## config.mk

```make
export PLATFORM = sky130hd
export DESIGN_NAME = idx_ops_unit
export DESIGN_NICKNAME = d
export VERILOG_FILES = /design/src/hdl/idx_ops_pkg.sv /design/src/hdl/idx_add_alu.sv /design/src/hdl/idx_ops_unit.sv
export SDC_FILE = /design/constraint.sdc
export NUM_CORES = 1
export LEC_CHECK = 0
export BUFFER_PORTS_ARGS = -buffer_cell sky130_fd_sc_hd__buf_4
export CAP_MARGIN = 20
export CORE_ASPECT_RATIO = 0.8
export CORE_MARGIN = 1
export CORE_UTILIZATION = 45
export DETAILED_ROUTE_END_ITERATION = 10
export PLACE_DENSITY = 0.81
export SYNTH_ARGS = -nofsm -noshare
export SYNTH_HDL_FRONTEND = slang
export SYNTH_SLANG_ARGS = --single-unit
```

## constraint.sdc

```tcl
create_clock -name clk -period 7.7 [get_ports clk]
set_clock_uncertainty 0.15 [all_clocks]
set_input_delay 0.77 -clock clk [delete_from_list [all_inputs] [get_ports clk]]
set_output_delay 0.77 -clock clk [all_outputs]
set_load 0.005 [all_outputs]
```

## src/hdl/idx_ops_pkg.sv

```systemverilog
// package: constants for the relative call, software reset and indexed literal offset unit
`default_nettype none
package idx_ops_pkg;
	localparam int DATA_W = 8;
	localparam int PC_W = 21;
	localparam int ADDR_W = 12;
	localparam int OFS_W = 11;
	localparam int LIT_W = 7;
	localparam logic [LIT_W-1:0] LIT_MAX = 7'h5f;
	localparam logic signed [OFS_W-1:0] OFS_MIN = 11'sh400;
	localparam logic signed [OFS_W-1:0] OFS_MAX = 11'sh3ff;
	localparam logic [PC_W-1:0] PC_STEP = 21'h00_0002;
	localparam logic [PC_W-1:0] PC_RESET = 21'h00_0000;
	localparam logic [DATA_W-1:0] BYTE_ONES = 8'hff;
	localparam logic [DATA_W-1:0] BYTE_ZERO = 8'h00;
	localparam logic [DATA_W-1:0] ACC_RESET = 8'h00;
	localparam logic [4:0] FLAGS_RESET = 5'h00;
	// status flag positions
	localparam int FLG_C = 0;
	localparam int FLG_DC = 1;
	localparam int FLG_Z = 2;
	localparam int FLG_OV = 3;
	localparam int FLG_N = 4;
	localparam int NIB_W = 4;
	typedef enum logic [2:0] {
		OP_NONE,
		OP_RELATIVE_CALL,
		OP_SOFT_RESET,
		OP_INDEXED_ADD_ACCUMULATOR,
		OP_INDEXED_BIT_SET,
		OP_INDEXED_FILL_ONES
	} op_e;
endpackage
`default_nettype wire

```

## src/hdl/idx_add_alu.sv

```systemverilog
// adder with full status flag generation for the indexed add
`timescale 1ns/1ps
`default_nettype none
module idx_add_alu
	import idx_ops_pkg::*;
(
	input wire logic [DATA_W-1:0] a,
	input wire logic [DATA_W-1:0] b,
	output logic [DATA_W-1:0] sum,
	output logic [4:0] flags
);
	logic [DATA_W:0] full;
	logic [NIB_W:0] low;
	always_comb
	begin
		full = {1'b0, a} + {1'b0, b};
		low = {1'b0, a[NIB_W-1:0]} + {1'b0, b[NIB_W-1:0]};
		sum = full[DATA_W-1:0];
		flags = FLAGS_RESET;
		flags[FLG_C] = full[DATA_W];
		flags[FLG_DC] = low[NIB_W];
		flags[FLG_Z] = (full[DATA_W-1:0] == BYTE_ZERO);
		// overflow: equal operand signs, different result sign
		flags[FLG_OV] = (a[DATA_W-1] == b[DATA_W-1]) && (full[DATA_W-1] != a[DATA_W-1]);
		flags[FLG_N] = full[DATA_W-1];
	end
endmodule // idx_add_alu
`default_nettype wire

```

## src/hdl/idx_ops_unit.sv

```systemverilog
// execution unit: relative call, software reset and indexed literal offset operations
`timescale 1ns/1ps
`default_nettype none
// Overview of operation
// - the relative call takes a signed 11-bit word offset from -1024 to +1023.
// - the relative call pushes the following address, pc plus 2, to the return stack.
// - the relative call loads pc with pc plus 2 plus twice the signed offset.
// - the relative call takes two cycles, the second an idle refill cycle.
// - the software reset starts a reset equal to a master clear reset.
// - the indexed add sums accumulator and the byte at pointer plus offset 0 to 95.
// - destination select 0 writes the sum to the accumulator, 1 writes memory.
// - indexed bit set sets bit 0 to 7 of the indexed byte, others unchanged.
module idx_ops_unit
	import idx_ops_pkg::*;
(
	input wire logic clk,
	input wire logic rstn,
	input wire logic op_valid,
	input wire op_e op,
	input wire logic [PC_W-1:0] pc_in,
	input wire logic signed [OFS_W-1:0] call_offset,
	input wire logic [LIT_W-1:0] literal,
	input wire logic dest_sel,
	input wire logic [2:0] bit_sel,
	input wire logic [ADDR_W-1:0] second_indirect_pointer,
	input wire logic [DATA_W-1:0] mem_rdata,
	output logic [ADDR_W-1:0] mem_addr,
	output logic mem_we,
	output logic [DATA_W-1:0] mem_wdata,
	output logic push_en,
	output logic [PC_W-1:0] top_of_return_stack,
	output logic pc_load,
	output logic [PC_W-1:0] pc_target,
	output logic busy,
	output logic soft_reset_req,
	output logic [DATA_W-1:0] acc,
	output logic [4:0] status_flags
);
	// ----------------------------------------
	// decode and operand forming
	// ----------------------------------------
	logic take;
	logic is_call;
	logic is_rst;
	logic is_add;
	logic is_bset;
	logic is_fill;
	logic lit_ok;
	logic [DATA_W-1:0] sum;
	logic [4:0] add_flags;
	logic [DATA_W-1:0] bit_mask;
	logic [PC_W-1:0] ret_addr;
	logic [PC_W-1:0] ofs_words;

	// second cycle of a call is idle: new requests are ignored then
	assign take = op_valid && !busy;
	assign is_call = take && (op == OP_RELATIVE_CALL);
	assign is_rst = take && (op == OP_SOFT_RESET);
	assign lit_ok = (literal <= LIT_MAX);
	// out of range literals are not executed
	assign is_add = take && (op == OP_INDEXED_ADD_ACCUMULATOR) && lit_ok;
	assign is_bset = take && (op == OP_INDEXED_BIT_SET) && lit_ok;
	assign is_fill = take && (op == OP_INDEXED_FILL_ONES) && lit_ok;

	assign mem_addr = second_indirect_pointer + ADDR_W'(literal);

	idx_add_alu u_alu (
		.a(acc),
		.b(mem_rdata),
		.sum(sum),
		.flags(add_flags)
	);

	assign bit_mask = DATA_W'(1) << bit_sel;
	assign ret_addr = pc_in + PC_STEP;
	// sign extension keeps the full 11-bit reach either way
	assign ofs_words = PC_W'(signed'(call_offset)) <<< 1;

	// ----------------------------------------
	// combinational outputs
	// ----------------------------------------
	always_comb
	begin
		mem_we = 1'b0;
		mem_wdata = mem_rdata;
		if (is_add && dest_sel)
		begin
			mem_we = 1'b1;
			mem_wdata = sum;
		end
		else if (is_bset)
		begin
			mem_we = 1'b1;
			mem_wdata = mem_rdata | bit_mask;
		end
		else if (is_fill)
		begin
			mem_we = 1'b1;
			mem_wdata = BYTE_ONES;
		end
	end

	assign push_en = is_call;
	assign top_of_return_stack = ret_addr;
	assign pc_load = is_call;
	assign pc_target = ret_addr + ofs_words;
	assign soft_reset_req = is_rst;

	// ----------------------------------------
	// state: accumulator, flags, idle cycle
	// ----------------------------------------
	logic [DATA_W-1:0] acc_ff;
	logic [DATA_W-1:0] nxt_acc;
	logic [4:0] flags_ff;
	logic [4:0] nxt_flags;
	logic idle_ff;
	logic nxt_idle;

	always_comb
	begin
		nxt_acc = acc_ff;
		nxt_flags = flags_ff;
		nxt_idle = 1'b0;
		if (is_rst)
		begin
			nxt_acc = ACC_RESET;
			nxt_flags = FLAGS_RESET;
		end
		else if (is_add)
		begin
			nxt_flags = add_flags;
			if (!dest_sel)
				nxt_acc = sum;
		end
		if (is_call)
			nxt_idle = 1'b1;
	end

	always_ff @(posedge clk)
	begin
		if (!rstn)
		begin
			acc_ff <= ACC_RESET;
			flags_ff <= FLAGS_RESET;
			idle_ff <= 1'b0;
		end
		else
		begin
			acc_ff <= nxt_acc;
			flags_ff <= nxt_flags;
			idle_ff <= nxt_idle;
		end
	end

	assign acc = acc_ff;
	assign status_flags = flags_ff;
	assign busy = idle_ff;
endmodule // idx_ops_unit
`default_nettype wire

```

==> results.cfg, run 1 <==
[outcome]
outcome = completed

[synth]
synth-edff-count = 0
syn_area_per_cell_um2 = 7.17
synthAdderAreaFrac_pct = 18.8
async_flop_share_pct = 0
yosysTopAreaCell = ha_1
yosysUniqueCellTypes = 52
synthTopCellsByCount = 64 x nor2_1, 36 x xnor2_1, 35 x ha_1, 26 x a21oi_1, 24 x inv_1
ys_ff_latch = 14
synth.most_common_cell = nor2_1
yosys.area_share.simple_pct = 25.1
ys_seq_area_share_pct = 10.6
synth_compound_area_share_pct = 22.0
synth.area.top_cells = ha_1 17%, xnor2_1 12%, dfxtp_1 11%
synth_top_family_by_area = simple AND/OR/NAND/NOR gates
netlist_instances = 370
synth_top_area_share_pct = 16.5
synth-xor-area-share_pct = 16.2
synth.net_count = 477
synth_mux_area_share_pct = 2.26
yosys_warnings = 0
synthFlopType = dfxtp_1
syn-cell-area_mm2 = 0.00265

[finish]
area_growth_pct = 45.1
fillCellCount = 473
design_area_mm2 = 0.00385
fin_nets = 619
layout.area.seq_um2 = 280
drive_gt1_share_pct = 31.1
fin_util_pct = 69.3
n_antenna_cell = 0
multiInputGateArea_mm2 = 0.00224

[timing]
rsz0062_at_grt = no
hold_violations = 0
fmax_ghz = 0.224
tightest_slew_ps = 600
setup_violations = 0
period_needed_ps = 4460
tns_ps = 0
maxSlewHeadroom_pct = 59.9
slew_violations = 0
whs_ps = 344
setup_ws_ps = 3240
period_share_pct = 57.9

[critical_path]
cp_max_fo = 6
cp-end-kind = output port
critPathArrivalTime_ps = 3540
critPathLaunchType = primary input
worstSetupPathType = primary input to output port
crit_required_ps = 6780

[die]
die_y_um = 70.7
die_w_um = 87.8
dieArea_mm2 = 0.00621
io_pins = 149
core_area_mm2 = 0.00556
rows = 24
initial_core_util_pct = 47.7

[place]
pre_cts_ws_ps = 3280
dp_hpwl_um = 6770
post_dp_cell_area_mm2 = 0.00379
port_buffers = 145
gp_congestion = 0.950

[routing]
vias = 3173
finalWirelength_um = 7880
drtPass1Iterations = 4
wl_per_cell_um = 13.4
drc = 0
vias_per_cell = 5.39
drt_first_iter_violations = 124
postRouteAntennaNets = 0

[clock_network]
clock_latency_ps = 250
cts_setup_buffers = 0
htreeDepth = 1
cts_tree = yes
cts_resized = 0
cts_max_path_buffers = 2
numCtsBuffers = 3
cts_root_buf = clkbuf_8
ctsHoldBuffers = 0
clock_sinks = 14
clk_pin_slew_worst_paths_ps = 60

[global_route]
antenna_found_initial = 0
gr-usage-met1_pct = 31.4
first_global_vias = 2858
grt_max_degree = 15
grtUsageTotal_pct = 24.6
grt_pass1_wl_um = 12500
grt.met3_usage_pct = 4.90
met2_usage_pct = 42.6
overflow = 0
grt-busiest-layer = met2

[hold_path]
hold_class = register to register

[pwr]
power_density_mw_per_mm2 = 103
p_leak_uw = 0.00189
irDropWorstVdd_mv = 0.0922

[flow_run]
cap_violations = 0
==> layout by cell type, fill, tap and decap left out, types with 2 or more instances in the layout <==
cell and count:
clkbuf_8 4, and3_1 2, nor2b_1 3, nor3_1 11, a21oi_1 26, xor2_1 13
inv_1 24, nor2_1 64, mux2i_1 6, and3_2 3, nand2_1 22, ha_1 35
o21a_1 3, buf_4 145, and4_4 2, a31oi_1 9, a21boi_0 4, fa_1 3
o21ai_0 20, nand2b_1 3, a21o_1 13, nand4_1 4, a211oi_1 7, dfxtp_1 14
and2_1 2, nand3_1 11, xnor2_1 36
==> metrics by stage <==
step	cells	total power, µW
floorplan	370	203
global placement	585	319
detailed placement	585	323
CTS	589	398
global route	589	423
finish	589	397
==> per-layer routing <==
metal / routed length, µm / share of wire (%)
met1: 3330 / 42
met2: 3740 / 47
met3: 708 / 9.0
met4: 101 / 1.3
met5: 0 / 0
==> path summary, 6_finish.rpt <==
path	from	end	slack (ps)	cells after the start
max	pc_in[3]	pc_target[17]	3240	15
min	status_flags[1]$_SDFFE_PP0P_	status_flags[1]$_SDFFE_PP0P_	340	2
max reg2reg	acc[0]$_SDFFE_PP0P_	status_flags[2]$_SDFFE_PP0P_	5090	8
min reg2reg	status_flags[1]$_SDFFE_PP0P_	status_flags[1]$_SDFFE_PP0P_	340	2
==> kinds of logic (layout without fill, tap and decap cells) <==
family                     count (synthesis)  count (layout)
AOI/OAI and AO/OA                         93              93
buffers and inverters                     32             173
DFF                                       14              14
muxes                                      6               6
and+or+nand+nor                          138             138
adders and majority gates                 38              38
xor gates and xnor gates                  49              49
==> registers in the layout, summed over array words and instances, names as in the netlist <==
signal and cells:
acc 8, busy 1, status_flags 5
==> power by group <==
part / switching [µW] / total (µW) / leakage [µW] / internal (µW)
registers: 0.744 / 74.2 / 0.000113 / 73.4
clock network: 29.5 / 74.9 / 0.0000288 / 45.4
logic: 114 / 248 / 0.00175 / 134
==> worst max-delay path, cell delays in order <==
cell and delay (ps):
buf_4 100, and3_1 170, and2_4 150, and3_2 210, nand4_1 240, xnor2_1 270
ha_1 330, nand2_1 120, nand2_1 90, a21o_1 190, a221oi_1 290, o21ai_0 130
a21oi_1 190, xnor2_1 140, buf_4 130
==> layout make-up <==
type	count	share of cell area, %
Clock buffer	4	1.43
Inverter	24	2.34
Multi-Input combinational cell	324	58.1
Sequential cell	14	7.28
Tap cell	78	2.53
Timing Repair Buffer	145	28.3
Power figures use the tool's default switching activity.
==> run 2: changes to the inputs <==
- ABC_AREA: unset -> 1
- CORE_UTILIZATION: 45 -> 43
- PLACE_DENSITY: 0.81 -> 0.78
- clock period: 7.7 -> 4.1 ns (I/O delays scaled with it)
==> run 2 against run 1 <==
Flip-flop and latch count is the same. Setup slack got worse by 2700 ps. Combinational power up 110%. First-iteration DRC count rose by 82%. Register-to-register slack got worse by 3200 ps. Via count increased by 24%. Non-clock buffer count is the same. Total power is 95% higher. Clock power grew 60%. Final area is 11% higher. Synthesized area increased by 16%.
==> results.cfg, run 2 <==
[routing]
postRouteAntennaNets = 0
drtPass1Iterations = 5
finalWirelength_um = 9880
wl_per_cell_um = 13.0
drc = 0
drt_first_iter_violations = 226
vias = 3949
vias_per_cell = 5.19

[synth]
netlist_instances = 532
synthTopCellsByCount = 141 x nand2_1, 83 x inv_1, 56 x nor2_1, 39 x a21oi_1, 39 x nand3_1
async_flop_share_pct = 0
synth-edff-count = 0
synth.net_count = 639
ys_ff_latch = 14
synth.area.top_cells = nand2_1 17%, ha_1 14%, inv_1 10%
syn_area_per_cell_um2 = 5.79
synthFlopType = dfxtp_1
syn-cell-area_mm2 = 0.00308
ys_seq_area_share_pct = 9.09
yosysTopAreaCell = nand2_1
yosysUniqueCellTypes = 37
yosys_warnings = 0
synth.most_common_cell = nand2_1
synth_top_area_share_pct = 17.2

[critical_path]
cp_max_fo = 6
r2r_start = acc[0]$_SDFFE_PP0P_
critical_path_buf_inv_count = 4
slowest_stage = ha_1
r2r_slack_ps = 1920
r2r_cells = 12
r2r_end = status_flags[2]$_SDFFE_PP0P_
critPathArrivalTime_ps = 2980
critPathLaunchType = primary input
crit_chain = buf_4 -> ha_1 -> nand2_1 -> inv_1 -> nand2_1 -> nor2_2 -> nand2_1 -> nor2_1 -> nand2_1 -> xnor2_1 -> ha_1 -> nand2_1 -> nor2_1 -> and2_1 -> nand3_1 -> nor2_1 -> nor2_1 -> inv_1 -> nand2_1 -> nand2_1 -> buf_4
cp_slowest_stage_delay_ps = 330
crit_path_frequent_cell = nand2_1
cp-end-kind = output port
crit_required_ps = 3540
worstSetupPathType = primary input to output port
cp_top_family = simple AND/OR/NAND/NOR gates

[finish]
fillCellCount = 668
final_common_cell = buf_4
design_area_mm2 = 0.00427
largest_reg_flops = 8
area_growth_pct = 38.6
fin_util_pct = 62.0
instances_no_fill = 761
n_antenna_cell = 0
final_cell_mix = 145 x buf_4, 141 x nand2_1, 83 x inv_1
drive_gt1_share_pct = 23.7
fin_nets = 783

[timing]
tightest_slew_ps = 780
hold_violations = 0
period_needed_ps = 3540
period_share_pct = 86.5
fmax_ghz = 0.282
setup_violations = 0
slew_violations = 0
tns_ps = 0
maxSlewHeadroom_pct = 47.8
rsz0062_at_grt = no
setup_ws_ps = 555

[hold_path]
holdPathEnd = busy$_SDFF_PN0_
hold_start = op[2]
hold_class = primary input to register
hold_path_depth = 2

[die]
die_y_um = 77.7
core_area_mm2 = 0.00689
rows = 27
die_w_um = 96.7
initial_core_util_pct = 44.7
io_pins = 149
dieArea_mm2 = 0.00751

[clock_network]
cts_resized = 0
cts_setup_buffers = 0
cts_tree = yes
cts_root_buf = clkbuf_8
htreeDepth = 1
ctsHoldBuffers = 0
cts_max_path_buffers = 2
numCtsBuffers = 3
clk_pin_slew_worst_paths_ps = 60
clock_sinks = 14
clock_latency_ps = 250

[global_route]
grt_pass1_wl_um = 16500
overflow = 0
first_global_vias = 3545
antenna_found_initial = 0
grtUsageTotal_pct = 26.1
grt_max_degree = 14

[pwr]
power_density_mw_per_mm2 = 181
irDropWorstVdd_mv = 0.123
p_leak_uw = 0.00241

[place]
pre_cts_ws_ps = 594
gp_congestion = 0.961
dp.cells = 758
post_dp_cell_area_mm2 = 0.00423
port_buffers = 145
dp_hpwl_um = 8620

[outcome]
outcome = completed

[flow_run]
cap_violations = 0
==> run 2: worst max path at each step <==
| stage | start | to | cells past startpoint |
|---|---|---|---|
| 6_report | pc_in[1] | pc_target[20] | 21 |
| 5_1_grt | pc_in[1] | pc_target[20] | 20 |
| 4_1_cts | pc_in[1] | pc_target[20] | 21 |
| 3_5_place_dp | pc_in[1] | pc_target[20] | 21 |
| 3_3_place_gp | pc_in[1] | pc_target[20] | 21 |
| 2_1_floorplan | pc_in[1] | pc_target[20] | 19 |
==> run 2: final cells by class <==
type / instances / area (µm²) / share of cell area [%]
Multi-Input combinational cell: 428 / 2440 / 57.0
Timing Repair Buffer: 145 / 1090 / 25.5
Inverter: 84 / 315 / 7.38
Sequential cell: 14 / 280 / 6.56
Tap cell: 87 / 109 / 2.55
Clock buffer: 3 / 41.3 / 0.967
==> run 2: metrics by stage <==
stage	total power, µW	hold WS [ps]
3_3_place_gp	647	310
2_1_floorplan	408	310
5_1_grt	837	217
4_1_cts	773	206
3_5_place_dp	653	323
6_report	775	208
==> run 2: metal layers <==
layer / GRT usage (%) / share of wire [%] / vias to the layer above
met1: 38.9 / 50 / 1767
met4: 4.48 / 1.4 / 0
li1: - / - / 2011
met3: 3.87 / 6.9 / 22
met5: 0 / 0 / -
met2: 39.8 / 41 / 149
==> run 2: worst reg2reg max path, cell delays in order, from the launching register on <==
cell     delay [ps]
dfxtp_1         360
ha_1            200
inv_1            60
fa_1            380
inv_1           130
nand2_1          70
nand2_1          60
nand3_1          90
nand2_1         110
nand3_1          90
nor2_1          130
nand3_1         140
a21oi_1         150
==> run 2: kinds of logic after synthesis <==
family                     count (synthesis)  synth area share (%)
and+or+nand+nor                          268                  37.2
buffers and inverters                     90                  11.9
DFF                                       14                  9.09
xor gates and xnor gates                  37                  10.5
AOI/OAI and AO/OA                         85                  15.1
adders and majority gates                 38                  16.2
==> run 2: power breakdown <==
part / internal [µW] / switching [µW]
registers: 138 / 1.80
clock network: 65.3 / 54.6
logic: 249 / 266
==> run 3: changes to the inputs <==
- ABC_AREA: 1 -> unset
- CORE_UTILIZATION: 43 -> 41
- clock period: 4.1 -> 2.91 ns (I/O delays scaled with it)
==> run 3 against run 2 <==
The run now ends with setup timing left. First-iteration DRC count is 68% higher. Hold slack worse by 120 ps. Total power is 95% higher. Setup slack worse by 1200 ps. Count of clock-buffer cells in the layout is 1 higher. Final cell count is 8.0% lower. Routed wire length is 55% higher. Critical path type unchanged. Sequential power is 41% higher. Critical endpoint is now pc_target[18]. Via count is 9.1% higher. Non-clock buffer count is 108 higher. Utilization is 27 points higher.
==> results.cfg, run 3 (synthesized netlist as in run 1, its figures left out) <==
[finish]
largest_reg_flops = 8
multiInputGateArea_mm2 = 0.00287
drive_gt1_share_pct = 55.1
final_cell_mix = 231 x buf_4, 60 x nor2_1, 25 x xnor2_1
final_common_cell = buf_4
n_antenna_cell = 0
instances_no_fill = 700
fillCellCount = 276
area_growth_pct = 103
fin_util_pct = 88.8
fin_nets = 727
layout.area.seq_um2 = 280

[timing]
rsz0062_at_grt = yes
period_share_pct = 124
maxSlewHeadroom_pct = 59.2
setup_violations = 14
slew_violations = 0
hold_violations = 0
period_needed_ps = 3600
tns_ps = -5090
setup_ws_ps = -690
tightest_slew_ps = 611
fmax_ghz = 0.278

[pwr]
switchingPower_uw = 609
power_density_mw_per_mm2 = 280
p_leak_uw = 0.00260
comb_power_share_pct = 72.4
clkPwrFrac_pct = 14.6
p_total_uw = 1510
swShare_pct = 40.3
irDropWorstVdd_mv = 0.204
p_seq_share_pct = 13.0
p_int_uw = 902

[critical_path]
cp-end-kind = output port
crit_required_ps = 2470
cp_slowest_stage_delay_ps = 310
critPathArrivalTime_ps = 3160
worstSetupPathType = primary input to output port
critPathLaunchType = primary input
slowest_stage = o41ai_2
cp_max_fo = 3
crit_chain = buf_6 -> and3_4 -> and2_4 -> and3_4 -> buf_6 -> nand2_4 -> xnor2_4 -> ha_4 -> a211oi_2 -> o21ai_1 -> a21oi_2 -> o31ai_4 -> o21a_1 -> o41ai_2 -> xnor2_1 -> buf_4

[global_route]
first_global_vias = 3819
grt_pass1_wl_um = 18100
overflow = 0
grt_max_degree = 14
antenna_found_initial = 0
grtUsageTotal_pct = 33.3

[clock_network]
numCtsBuffers = 3
cts_tree = yes
ctsHoldBuffers = 0
cts_max_path_buffers = 2
htreeDepth = 1
clock_latency_ps = 270
cts_root_buf = clkbuf_8
clock_sinks = 14
clk_pin_slew_worst_paths_ps = 70

[die]
core_area_mm2 = 0.00607
dieArea_mm2 = 0.00680
rows = 25
io_pins = 149
die_w_um = 91.9
die_y_um = 73.9
initial_core_util_pct = 43.7

[routing]
vias_per_cell = 6.16
drt_first_iter_violations = 380
finalWirelength_um = 15300
postRouteAntennaNets = 0
wl_per_cell_um = 21.8
drtPass1Iterations = 7
drc = 0
vias = 4310

[place]
port_buffers = 145
gp_congestion = 0.929
dp_hpwl_um = 8140
dp.cells = 666

[outcome]
outcome = finished with violations
violations = setup timing

[hold_path]
hold_class = primary input to register

[flow_run]
cap_violations = 0
-- run 3: power groups by stage --
stage                     sequential (µW)  clock [µW]  combinational [µW]
final                                 197         220                1090
after floorplan                       201           0                 341
after detailed placement              201           0                 788
after global placement                201           0                 768
after CTS                             196         204                 880
after global routing                  197         222                1140
-- run 3: final timing paths --
check | startpoint | end | slack [ps] | cells past startpoint
hold / removal | rstn | busy$_SDFF_PN0_ | 90 | 2
setup / recovery | pc_in[4] | pc_target[18] | -690 | 16
setup reg to reg | acc[0]$_SDFFE_PP0P_ | status_flags[2]$_SDFFE_PP0P_ | -40 | 12
hold reg to reg | status_flags[4]$_SDFFE_PP0P_ | status_flags[4]$_SDFFE_PP0P_ | 360 | 2
-- run 3: stage by stage --
step | setup slack [ps] | instance area, µm² | hold WS (ps)
floorplan | -33.0 | 2680 | 263
global placement | -360 | 4410 | 342
detailed placement | -450 | 4410 | 335
CTS | -317 | 4880 | 104
global route | -750 | 5390 | 113
finish | -690 | 5390 | 92.7
-- run 3: repair_timing --
item / in CTS / in global routing
endpoints found under the hold margin: 0 / 0
buffers inserted: 13 / 19
setup endpoints to repair: 15 / 17
pin swaps: 39 / 50
resized for setup: 66 / 64
-- run 3: layout make-up --
| type | count | share of cell area (%) |
|---|---|---|
| timing repair buffer | 253 | 36.9 |
| tap | 81 | 1.88 |
| clock buffer | 4 | 1.02 |
| inverter | 24 | 1.67 |
| multi-input combinational | 324 | 53.3 |
| sequential | 14 | 5.20 |
-- run 3: worst max-delay path, delay by kind of cell --
kind            cells  cell delay (ps)
compound gates      6             1310
xor+xnor            2              380
fa+ha+maj           1              240
buf+inv             3              330
simple gates        4              600
-- run 3: routing by layer --
| metal | GRT usage, % | share of wire [%] |
|---|---|---|
| met5 | 0 | 0 |
| met3 | 5.42 | 11 |
| met2 | 61.7 | 46 |
| met4 | 17.0 | 7.9 |
| met1 | 37.6 | 36 |
